## config.mk

```make
export PLATFORM = sky130hd
export DESIGN_NAME = ofpl_core
export DESIGN_NICKNAME = d
export VERILOG_FILES = /design/src/logic/ofpl_pkg.sv /design/src/logic/ofpl_sync.sv /design/src/logic/ofpl_slew_div.sv /design/src/logic/ofpl_core.sv
export VERILOG_INCLUDE_DIRS = /design/src /design/src/logic
export SDC_FILE = /design/constraint.sdc
export NUM_CORES = 1
export LEC_CHECK = 0
export ABC_AREA = 1
export BUFFER_PORTS_ARGS = -buffer_cell sky130_fd_sc_hd__buf_2
export CAP_MARGIN = 20
export CORE_MARGIN = 2
export CORE_UTILIZATION = 49
export DETAILED_ROUTE_END_ITERATION = 8
export PLACE_DENSITY = 0.78
export SYNTH_ARGS = -nofsm -noshare
export SYNTH_HDL_FRONTEND = slang
export SYNTH_SLANG_ARGS = --single-unit
```

## constraint.sdc

```tcl
create_clock -name clk -period 3.8 [get_ports clk]
set_clock_uncertainty 0.15 [all_clocks]
set_input_delay 0.38 -clock clk [delete_from_list [all_inputs] [get_ports clk]]
set_output_delay 0.38 -clock clk [all_outputs]
set_load 0.005 [all_outputs]
```

## src/logic/ofpl_regs.svh

```systemverilog
// offsets, field positions, reset values and timing counts of the fault latch
// assumes inclusion by bare name from the slew divider, the core module and the bench
`ifndef OFPL_REGS_SVH
`define OFPL_REGS_SVH

// register byte addresses on the plain register port
`define OFPL_ADDR_STATUS 8'h00
`define OFPL_ADDR_MASK 8'h04
`define OFPL_ADDR_STATE 8'h08
`define OFPL_ADDR_SLEWDIV 8'h0C

// event bits, shared by status and mask
`define OFPL_EV_OV 0
`define OFPL_EV_UV 1
`define OFPL_EV_TH 2
`define OFPL_EV_TEST 3
`define OFPL_EV_W 4

// state register bits (read only)
`define OFPL_ST_OV 0
`define OFPL_ST_UV 1
`define OFPL_ST_TH 2
`define OFPL_ST_TEST 3
`define OFPL_ST_BLANK 4
`define OFPL_ST_LIMFIX 5
`define OFPL_ST_SHUTDOWN 6
`define OFPL_ST_MOD 7

// reset values
`define OFPL_STATUS_RST 4'h0
`define OFPL_MASK_RST 4'h0
`define OFPL_UNMAPPED 32'h0000_0000

// timing: clock period and default slew clock period in ns
`define OFPL_CLK_NS 20
`define OFPL_SLEW_NS 3125
`define OFPL_SLEW_DIV_RST 16'((`OFPL_SLEW_NS) / (`OFPL_CLK_NS))
`define OFPL_BLANK_TICKS 6'h20

`endif

```

## src/logic/ofpl_pkg.sv

```systemverilog
// types shared by the fault latch files
// assumes the constant header sits beside it
package ofpl_pkg;

  // one bit per protection source; used for raw trips and latched faults
  typedef struct packed {
    logic ov;
    logic uv;
    logic th;
  } ofpl_trip_s;

  // output transition blanking states
  typedef enum logic [1:0] {
    BLK_IDLE,
    BLK_SLEW,
    BLK_SETTLE
  } ofpl_blank_e;

  typedef logic [15:0] ofpl_div_t;

endpackage

```

## src/logic/ofpl_sync.sv

```systemverilog
// two-flop synchroniser for the three protection comparator levels
// assumes comparator outputs are slow levels, asynchronous to clk
`timescale 1ns/100ps
module ofpl_sync
  import ofpl_pkg::*;
(
  input wire logic clk,
  input wire logic srst,
  input wire ofpl_trip_s async_in,
  output ofpl_trip_s sync_out
);

  ofpl_trip_s meta_ff;
  ofpl_trip_s sync_ff;

  // first stage feeds only the second stage
  always_ff @(posedge clk) begin
    if (srst) begin
      meta_ff <= '0;
      sync_ff <= '0;
    end else begin
      meta_ff <= async_in;
      sync_ff <= meta_ff;
    end
  end

  assign sync_out = sync_ff;

endmodule

```

## src/logic/ofpl_slew_div.sv

```systemverilog
// divider giving the slew-rate clock as a one-cycle enable pulse
// assumes the divide value is set by software; zero behaves as one
`timescale 1ns/100ps
`include "ofpl_regs.svh"
module ofpl_slew_div
  import ofpl_pkg::*;
(
  input wire logic clk,
  input wire logic srst,
  input wire ofpl_div_t div,
  output logic tick
);

  ofpl_div_t cnt_ff;
  ofpl_div_t nxt_cnt;
  wire logic at_end;

  // a new divide value takes effect at the next wrap, never mid-period
  assign at_end = (cnt_ff <= 16'h0001);
  assign nxt_cnt = at_end ? div : cnt_ff - 16'h0001;

  always_ff @(posedge clk) begin
    if (srst) begin
      cnt_ff <= `OFPL_SLEW_DIV_RST;
    end else begin
      cnt_ff <= nxt_cnt;
    end
  end

  assign tick = at_end;

endmodule

```

## src/logic/ofpl_core.sv

```systemverilog
// output fault protection latch of a step-down core regulator controller
// assumes comparators are asynchronous levels, all other inputs sync to clk;
// srst stands for logic supply power-up (supply below 1V clears everything)
//
// The address-and-strobe port and the address map are this design's own decisions.
`timescale 1ns/100ps
`include "ofpl_regs.svh"

// Contract
// - an overvoltage trip beyond the 13 percent margin latches a fault and shuts down.
// - an overvoltage trip at once pulls power-good low and clock-gate request high.
// - after overvoltage the low-side drive stays high until shutdown toggles or power cycles.
// - an undervoltage trip below 70 percent latches the modulator off until toggle or power cycle.
// - undervoltage is ignored during a transition and for 32 slew clocks after it ends.
// - a thermal trip forces the low-side drive high and the high-side drive low.
// - after a thermal fault the block stays off until shutdown toggles or power cycles.
// - the bypass test mode disables all three responses and clears the fault latch.
// - the current-limit select tied to the supply picks the fixed 50mV limit, else adjustable.
// - power-good and clock-gate request hold during a transition and 32 slew clocks after; a raw or latched overvoltage still forces them.
module ofpl_core
  import ofpl_pkg::*;
(
  input wire logic clk,
  input wire logic srst,
  input wire ofpl_trip_s trip_raw,
  input wire logic shutdown_in,
  input wire logic test_level_detect,
  input wire logic current_limit_select,
  input wire logic transition_busy,
  input wire logic regulator_ok,
  input wire logic pwm_high_req,
  input wire logic pwm_low_req,
  input wire logic [7:0] reg_addr,
  input wire logic [31:0] reg_wdata,
  input wire logic reg_wr,
  input wire logic reg_rd,
  output logic [31:0] reg_rdata,
  output logic low_side_drive,
  output logic high_side_drive,
  output logic modulator_enable,
  output logic cpu_power_good,
  output logic clock_gate_request,
  output logic current_limit_fixed,
  output logic irq
);

  // widen a narrow field into a read word, upper bits zero
  function automatic logic [31:0] ofpl_zext8(input logic [7:0] v);
    ofpl_zext8 = {24'h000000, v};
  endfunction

  // ---------------- declarations ----------------
  ofpl_trip_s trip_sync;
  ofpl_trip_s fault_ff;
  ofpl_trip_s nxt_fault;
  ofpl_trip_s fault_set;
  ofpl_blank_e blank_ff;
  ofpl_blank_e nxt_blank;
  ofpl_div_t slew_div_ff;
  logic [5:0] blank_cnt_ff;
  logic [5:0] nxt_blank_cnt;
  logic [`OFPL_EV_W-1:0] status_ff;
  logic [`OFPL_EV_W-1:0] nxt_status;
  logic [`OFPL_EV_W-1:0] mask_ff;
  logic [`OFPL_EV_W-1:0] events;
  logic [31:0] rdata_ff;
  logic shutdown_seen_ff;
  logic test_ff;
  logic pg_ff;
  logic clkreq_ff;
  logic low_ff;
  logic high_ff;
  logic limit_fixed_ff;
  logic nxt_pg;
  logic nxt_clkreq;
  logic nxt_low;
  logic nxt_high;
  wire logic slew_tick;
  wire logic bypass;
  wire logic ov_now;
  wire logic toggle_done;
  wire logic blanked;
  wire logic any_fault;
  wire logic force_low;
  wire logic off_state;
  wire logic wr_status;
  wire logic wr_mask;
  wire logic wr_div;
  wire logic [7:0] state_word;
  wire logic [31:0] rd_mux;

  // ---------------- helpers ----------------
  ofpl_sync u_sync (
    .clk(clk),
    .srst(srst),
    .async_in(trip_raw),
    .sync_out(trip_sync)
  );

  ofpl_slew_div u_div (
    .clk(clk),
    .srst(srst),
    .div(slew_div_ff),
    .tick(slew_tick)
  );

  // ---------------- input qualification ----------------
  // high-voltage level on the shutdown pin is detected off-block as its own input
  assign bypass = test_level_detect;
  // direct path: raw comparator, no clock, so the reaction is not delayed
  assign ov_now = trip_raw.ov & ~bypass;
  // toggle = seen asserted, now released
  assign toggle_done = shutdown_seen_ff & ~shutdown_in;
  assign blanked = (blank_ff != BLK_IDLE);

  // ---------------- transition blanking ----------------
  // settle window counts slew ticks after the slew controller goes quiet;
  // a fresh transition during the window restarts the whole blanking
  always_comb begin
    nxt_blank = blank_ff;
    nxt_blank_cnt = blank_cnt_ff;
    case (blank_ff)
      BLK_IDLE: begin
        if (transition_busy) begin
          nxt_blank = BLK_SLEW;
        end
      end
      BLK_SLEW: begin
        if (!transition_busy) begin
          nxt_blank = BLK_SETTLE;
          nxt_blank_cnt = 6'h00;
        end
      end
      BLK_SETTLE: begin
        if (transition_busy) begin
          nxt_blank = BLK_SLEW;
        end else if (slew_tick) begin
          if (blank_cnt_ff == `OFPL_BLANK_TICKS - 6'h01) begin
            nxt_blank = BLK_IDLE;
          end
          nxt_blank_cnt = blank_cnt_ff + 6'h01;
        end
      end
      default: begin
        nxt_blank = BLK_IDLE;
      end
    endcase
  end

  always_ff @(posedge clk) begin
    if (srst) begin
      blank_ff <= BLK_IDLE;
      blank_cnt_ff <= 6'h00;
    end else begin
      blank_ff <= nxt_blank;
      blank_cnt_ff <= nxt_blank_cnt;
    end
  end

  // ---------------- fault latch ----------------
  // only synchronised levels reach the latch
  assign fault_set.ov = trip_sync.ov;
  assign fault_set.uv = trip_sync.uv & ~blanked;
  assign fault_set.th = trip_sync.th;

  // a trip present at the toggle release wins and re-latches at once
  always_comb begin
    nxt_fault = fault_ff;
    if (bypass) begin
      nxt_fault = '0;
    end else begin
      if (toggle_done) begin
        nxt_fault = '0;
      end
      nxt_fault = nxt_fault | fault_set;
    end
  end

  always_ff @(posedge clk) begin
    if (srst) begin
      fault_ff <= '0;
      shutdown_seen_ff <= 1'b0;
      test_ff <= 1'b0;
    end else begin
      fault_ff <= nxt_fault;
      shutdown_seen_ff <= shutdown_in;
      test_ff <= bypass;
    end
  end

  // ---------------- gate drive forcing ----------------
  assign any_fault = fault_ff.ov | fault_ff.uv | fault_ff.th;
  // ov discharges through the low side; thermal does the same
  assign force_low = fault_ff.ov | fault_ff.th;
  assign off_state = any_fault | shutdown_in;

  // high side also blocked while the modulator asks for the low side,
  // so a bad request pair can never shoot through
  always_comb begin
    if (force_low) begin
      nxt_low = 1'b1;
      nxt_high = 1'b0;
    end else if (off_state) begin
      nxt_low = 1'b0;
      nxt_high = 1'b0;
    end else begin
      nxt_low = pwm_low_req;
      nxt_high = pwm_high_req & ~pwm_low_req;
    end
  end

  always_ff @(posedge clk) begin
    if (srst) begin
      low_ff <= 1'b0;
      high_ff <= 1'b0;
    end else begin
      low_ff <= nxt_low;
      high_ff <= nxt_high;
    end
  end

  assign low_side_drive = low_ff;
  assign high_side_drive = high_ff;
  assign modulator_enable = ~off_state;

  // ---------------- power-good and clock-gate request ----------------
  // a latched overvoltage overrides blanking; otherwise the pair freezes while blanked
  always_comb begin
    nxt_pg = pg_ff;
    nxt_clkreq = clkreq_ff;
    if (fault_ff.ov) begin
      nxt_pg = 1'b0;
      nxt_clkreq = 1'b1;
    end else if (!blanked) begin
      nxt_pg = regulator_ok & ~any_fault;
      nxt_clkreq = ~(regulator_ok & ~any_fault);
    end
  end

  always_ff @(posedge clk) begin
    if (srst) begin
      pg_ff <= 1'b0;
      clkreq_ff <= 1'b1;
    end else begin
      pg_ff <= nxt_pg;
      clkreq_ff <= nxt_clkreq;
    end
  end

  // overvoltage path bypasses the flops so no clock edge is needed
  assign cpu_power_good = pg_ff & ~ov_now;
  assign clock_gate_request = clkreq_ff | ov_now;

  // ---------------- current limit mode ----------------
  // select pin is a strap level, sampled every cycle
  always_ff @(posedge clk) begin
    if (srst) begin
      limit_fixed_ff <= 1'b0;
    end else begin
      limit_fixed_ff <= current_limit_select;
    end
  end

  assign current_limit_fixed = limit_fixed_ff;

  // ---------------- events and interrupt ----------------
  // rising edges of each latched fault and of test mode entry
  assign events[`OFPL_EV_OV] = nxt_fault.ov & ~fault_ff.ov;
  assign events[`OFPL_EV_UV] = nxt_fault.uv & ~fault_ff.uv;
  assign events[`OFPL_EV_TH] = nxt_fault.th & ~fault_ff.th;
  assign events[`OFPL_EV_TEST] = bypass & ~test_ff;

  // register write decode
  assign wr_status = reg_wr & (reg_addr == `OFPL_ADDR_STATUS);
  assign wr_mask = reg_wr & (reg_addr == `OFPL_ADDR_MASK);
  assign wr_div = reg_wr & (reg_addr == `OFPL_ADDR_SLEWDIV);

  // write one to clear; a new event in the same cycle keeps its bit
  assign nxt_status = (status_ff & ~(wr_status ? reg_wdata[`OFPL_EV_W-1:0] :
                      `OFPL_STATUS_RST)) | events;

  always_ff @(posedge clk) begin
    if (srst) begin
      status_ff <= `OFPL_STATUS_RST;
      mask_ff <= `OFPL_MASK_RST;
      slew_div_ff <= `OFPL_SLEW_DIV_RST;
    end else begin
      status_ff <= nxt_status;
      if (wr_mask) begin
        mask_ff <= reg_wdata[`OFPL_EV_W-1:0];
      end
      if (wr_div) begin
        slew_div_ff <= reg_wdata[15:0];
      end
    end
  end

  assign irq = |(status_ff & mask_ff);

  // ---------------- register read ----------------
  assign state_word = {~off_state, shutdown_in, limit_fixed_ff, blanked,
                       test_ff, fault_ff.th, fault_ff.uv, fault_ff.ov};

  // unmapped offsets read zero
  assign rd_mux =
    (reg_addr == `OFPL_ADDR_STATUS) ? ofpl_zext8({4'h0, status_ff}) :
    (reg_addr == `OFPL_ADDR_MASK) ? ofpl_zext8({4'h0, mask_ff}) :
    (reg_addr == `OFPL_ADDR_STATE) ? ofpl_zext8(state_word) :
    (reg_addr == `OFPL_ADDR_SLEWDIV) ? {16'h0000, slew_div_ff} :
    `OFPL_UNMAPPED;

  // data stand only in the cycle after the strobe
  always_ff @(posedge clk) begin
    if (srst) begin
      rdata_ff <= 32'h0000_0000;
    end else begin
      rdata_ff <= reg_rd ? rd_mux : 32'h0000_0000;
    end
  end

  assign reg_rdata = rdata_ff;

endmodule

```

==> metrics.yaml <==
status: "completed"
worstPathRequired_ns: 3.92
critPathLaunch: "u_div.cnt_ff[0]"
via_per_inst: 4.916
numCtsBuffers: 9
yosys.area.top_type_share_pct: 42.65
cts_sinks: 80
grt_max_degree: 45
clk_pin_slew_ns: 0.09
layout-drive-gt1-share_pct: 16.56
totalWireLength_mm: 8.273
layoutNonFillerInstCount: 703
fin_crit_sh_pct: 48.98
ir_worst_vdd_mv: 0.2622
drc_errors: 0
layout_setup_ws_ns: 1.939
cts.htree.levels: 3
holdWs_ns: 0.05215
portBuffers: 60
start_util_pct: 51.22
cts_setup_buffers: 0
critPathKind: "reg -> reg"
antenna_found_initial: 0
finalSetupTns_ns: 0
max_freq_mhz: 537.3
num_vias: 3456
cts.hold.buffers_added: 0
totalPowerFinal_w: 0.001737
final-seq-area_mm2: 0.001602
dp_cells: 687
ant_nets: 0
layout_commonest_cell: "nand2_1"
grt_first_pass_wirelength_mm: 13.92
core_area_mm2: 0.007331
hp-class: "in -> reg"
ys_warn_count: 0
netlist_instances: 538
synth_area_leader_cell: "dfxtp_1"
insertion_delay_ns: 0.36
die-area_mm2: 0.008380
cts_root_buffer: "clkbuf_8"
holdCritStartpoint: "pwm_low_req"
yosysUniqueCellTypes: 29
maxCapViolCount: 0
setup_violations: 0
period_needed_ns: 1.861
power_leakage_nw: 2.071
dp_hpwl_mm: 6.002
place_ws_ns: 1.965
die_width_um: 91.54
synth-edff-count: 0
ys_seq_area_share_pct: 42.65
final_nets: 656
wl_per_cell_um: 11.77
drtIter0Drc: 246
syn_area_mm2: 0.003755
dieHeight_um: 91.54
placementRows: 31
grt_overflow: 0
synth_area_leaders: "dfxtp_1 (43%), nand2_1 (11%), nor2_1 (9.6%), inv_1 (7.3%), nand3_1 (5.3%)"
io_pins: 93
finalHoldViolations: 0
post_cts_resized: 0
first_pass_iters: 5
tritoncts: "yes"
grt_setup_unrepaired: "no"
synth_seq_cells: 80
start_kind: "flip-flop"
rr_startpoint: "u_div.cnt_ff[0]"
syn_area_per_cell_um2: 6.979
powerDensity_mw_per_mm2: 405.1
worst_setup_path_end_kind: "flip-flop"
path_max_fanout: 19
cts_buffer_depth: 2
async_flop_share_pct: 0
synthFlopType: "dfxtp_1"
critPathArrivalTime_ns: 1.98
maxSlewViolCount: 0
diodes: 0
grt_pass1_vias: 3088
gp_congestion: 0.9180
fill_cells: 687
r2r_slack_ns: 1.94
multiInputGateArea_mm2: 0.001725
grtUsageTotal_pct: 20.55
syn2layout_area_growth_pct: 14.16
mostFrequentLayoutCells: "nand2_1 (109), nor2_1 (96), dfxtp_1 (80), inv_1 (73), buf_2 (60)"
## area by class of cell
class | instances | area share [%]
repair buffers | 61 | 7.180
inverters | 78 | 6.830
well taps | 99 | 2.890
flip-flops and latches | 80 | 37.36
clock buffers | 10 | 2.977
multi-input cells | 369 | 40.25
clock inverters | 6 | 2.510
## critical path: stages (launching register included)
cell and delay (ns):
dfxtp_1 0.33, inv_1 0.07, ha_1 0.18, inv_1 0.06
nand2_1 0.09, nand2_1 0.08, nor2_4 0.19, nand2_4 0.18
o21ai_0 0.27, inv_1 0.06, nand2_1 0.06, inv_1 0.03
## report_power, final
| group | internal [W] | switching [W] | total (W) |
|---|---|---|---|
| combinational | 0.0000435 | 0.0000760 | 0.000119 |
| clock | 0.000435 | 0.000315 | 0.000750 |
| sequential | 0.000856 | 0.0000115 | 0.000867 |
## per-layer routing
layer	up-vias	track usage [%]	share of wire [%]
li1	1775	-	-
met1	1561	28.04	47
met2	106	31.43	46
met3	14	5.560	5.6
met4	0	6.818	1.4
met5	-	0	0
## Yosys cell counts, types with 2 or more instances
master and n:
nor2_4 5, nand4_1 4, ha_1 3, inv_1 73
o211ai_1 4, buf_4 17, inv_2 4, dfxtp_1 80
nand2_2 3, nand3_2 2, buf_6 4, nor2_2 4
clkbuf_1 5, a21oi_1 28, nand3b_1 3, nand3_1 40
o21ai_0 32, xor2_1 3, o21ai_1 9, nand2_1 109
nand3_4 2, nor2_1 96, nand2_4 2
## cell families (layout without fill, tap and decap cells)
family | count (synthesis) | in the layout | synth area share (%)
and+or+nand+nor | 272 | 272 | 32.22
AOI/OAI and AO/OA | 75 | 75 | 10.43
DFF | 80 | 80 | 42.65
other | 1 | 16 | 0.09987
buffers and inverters | 104 | 155 | 12.90
xor gates and xnor gates | 3 | 3 | 0.6999
adders and majority gates | 3 | 3 | 0.9998
## metrics by stage
| step | util, % | instance area [µm²] |
|---|---|---|
| floorplan | - | 3811 |
| global placement | 55.27 | 4051 |
| detailed placement | 55.27 | 4051 |
| CTS | 58.47 | 4287 |
| global route | 58.47 | 4287 |
| finish | 58.47 | 4287 |
## registers in the layout (all words and copies together), names as in the netlist
register and count:
fault_ff 3, shutdown_seen_ff 1, clkreq_ff 1, status_ff 4, mask_ff 4, blank_cnt_ff 6, low_side_drive 1, blank_ff 2
current_limit_fixed 1, reg_rdata 16, high_side_drive 1, u_sync.sync_out 3, u_div.cnt_ff 16, pg_ff 1, test_ff 1, u_sync.meta_ff 3
slew_div_ff 16
## path summary, 6_finish.rpt
path                        endpoint  depth (start not counted)
setup / recovery    u_div.cnt_ff[14]                         11
hold / removal       high_side_drive                          2
setup reg to reg    u_div.cnt_ff[14]                         11
hold reg to reg   u_sync.sync_out[0]                          2
Power figures use the tool's default switching activity.
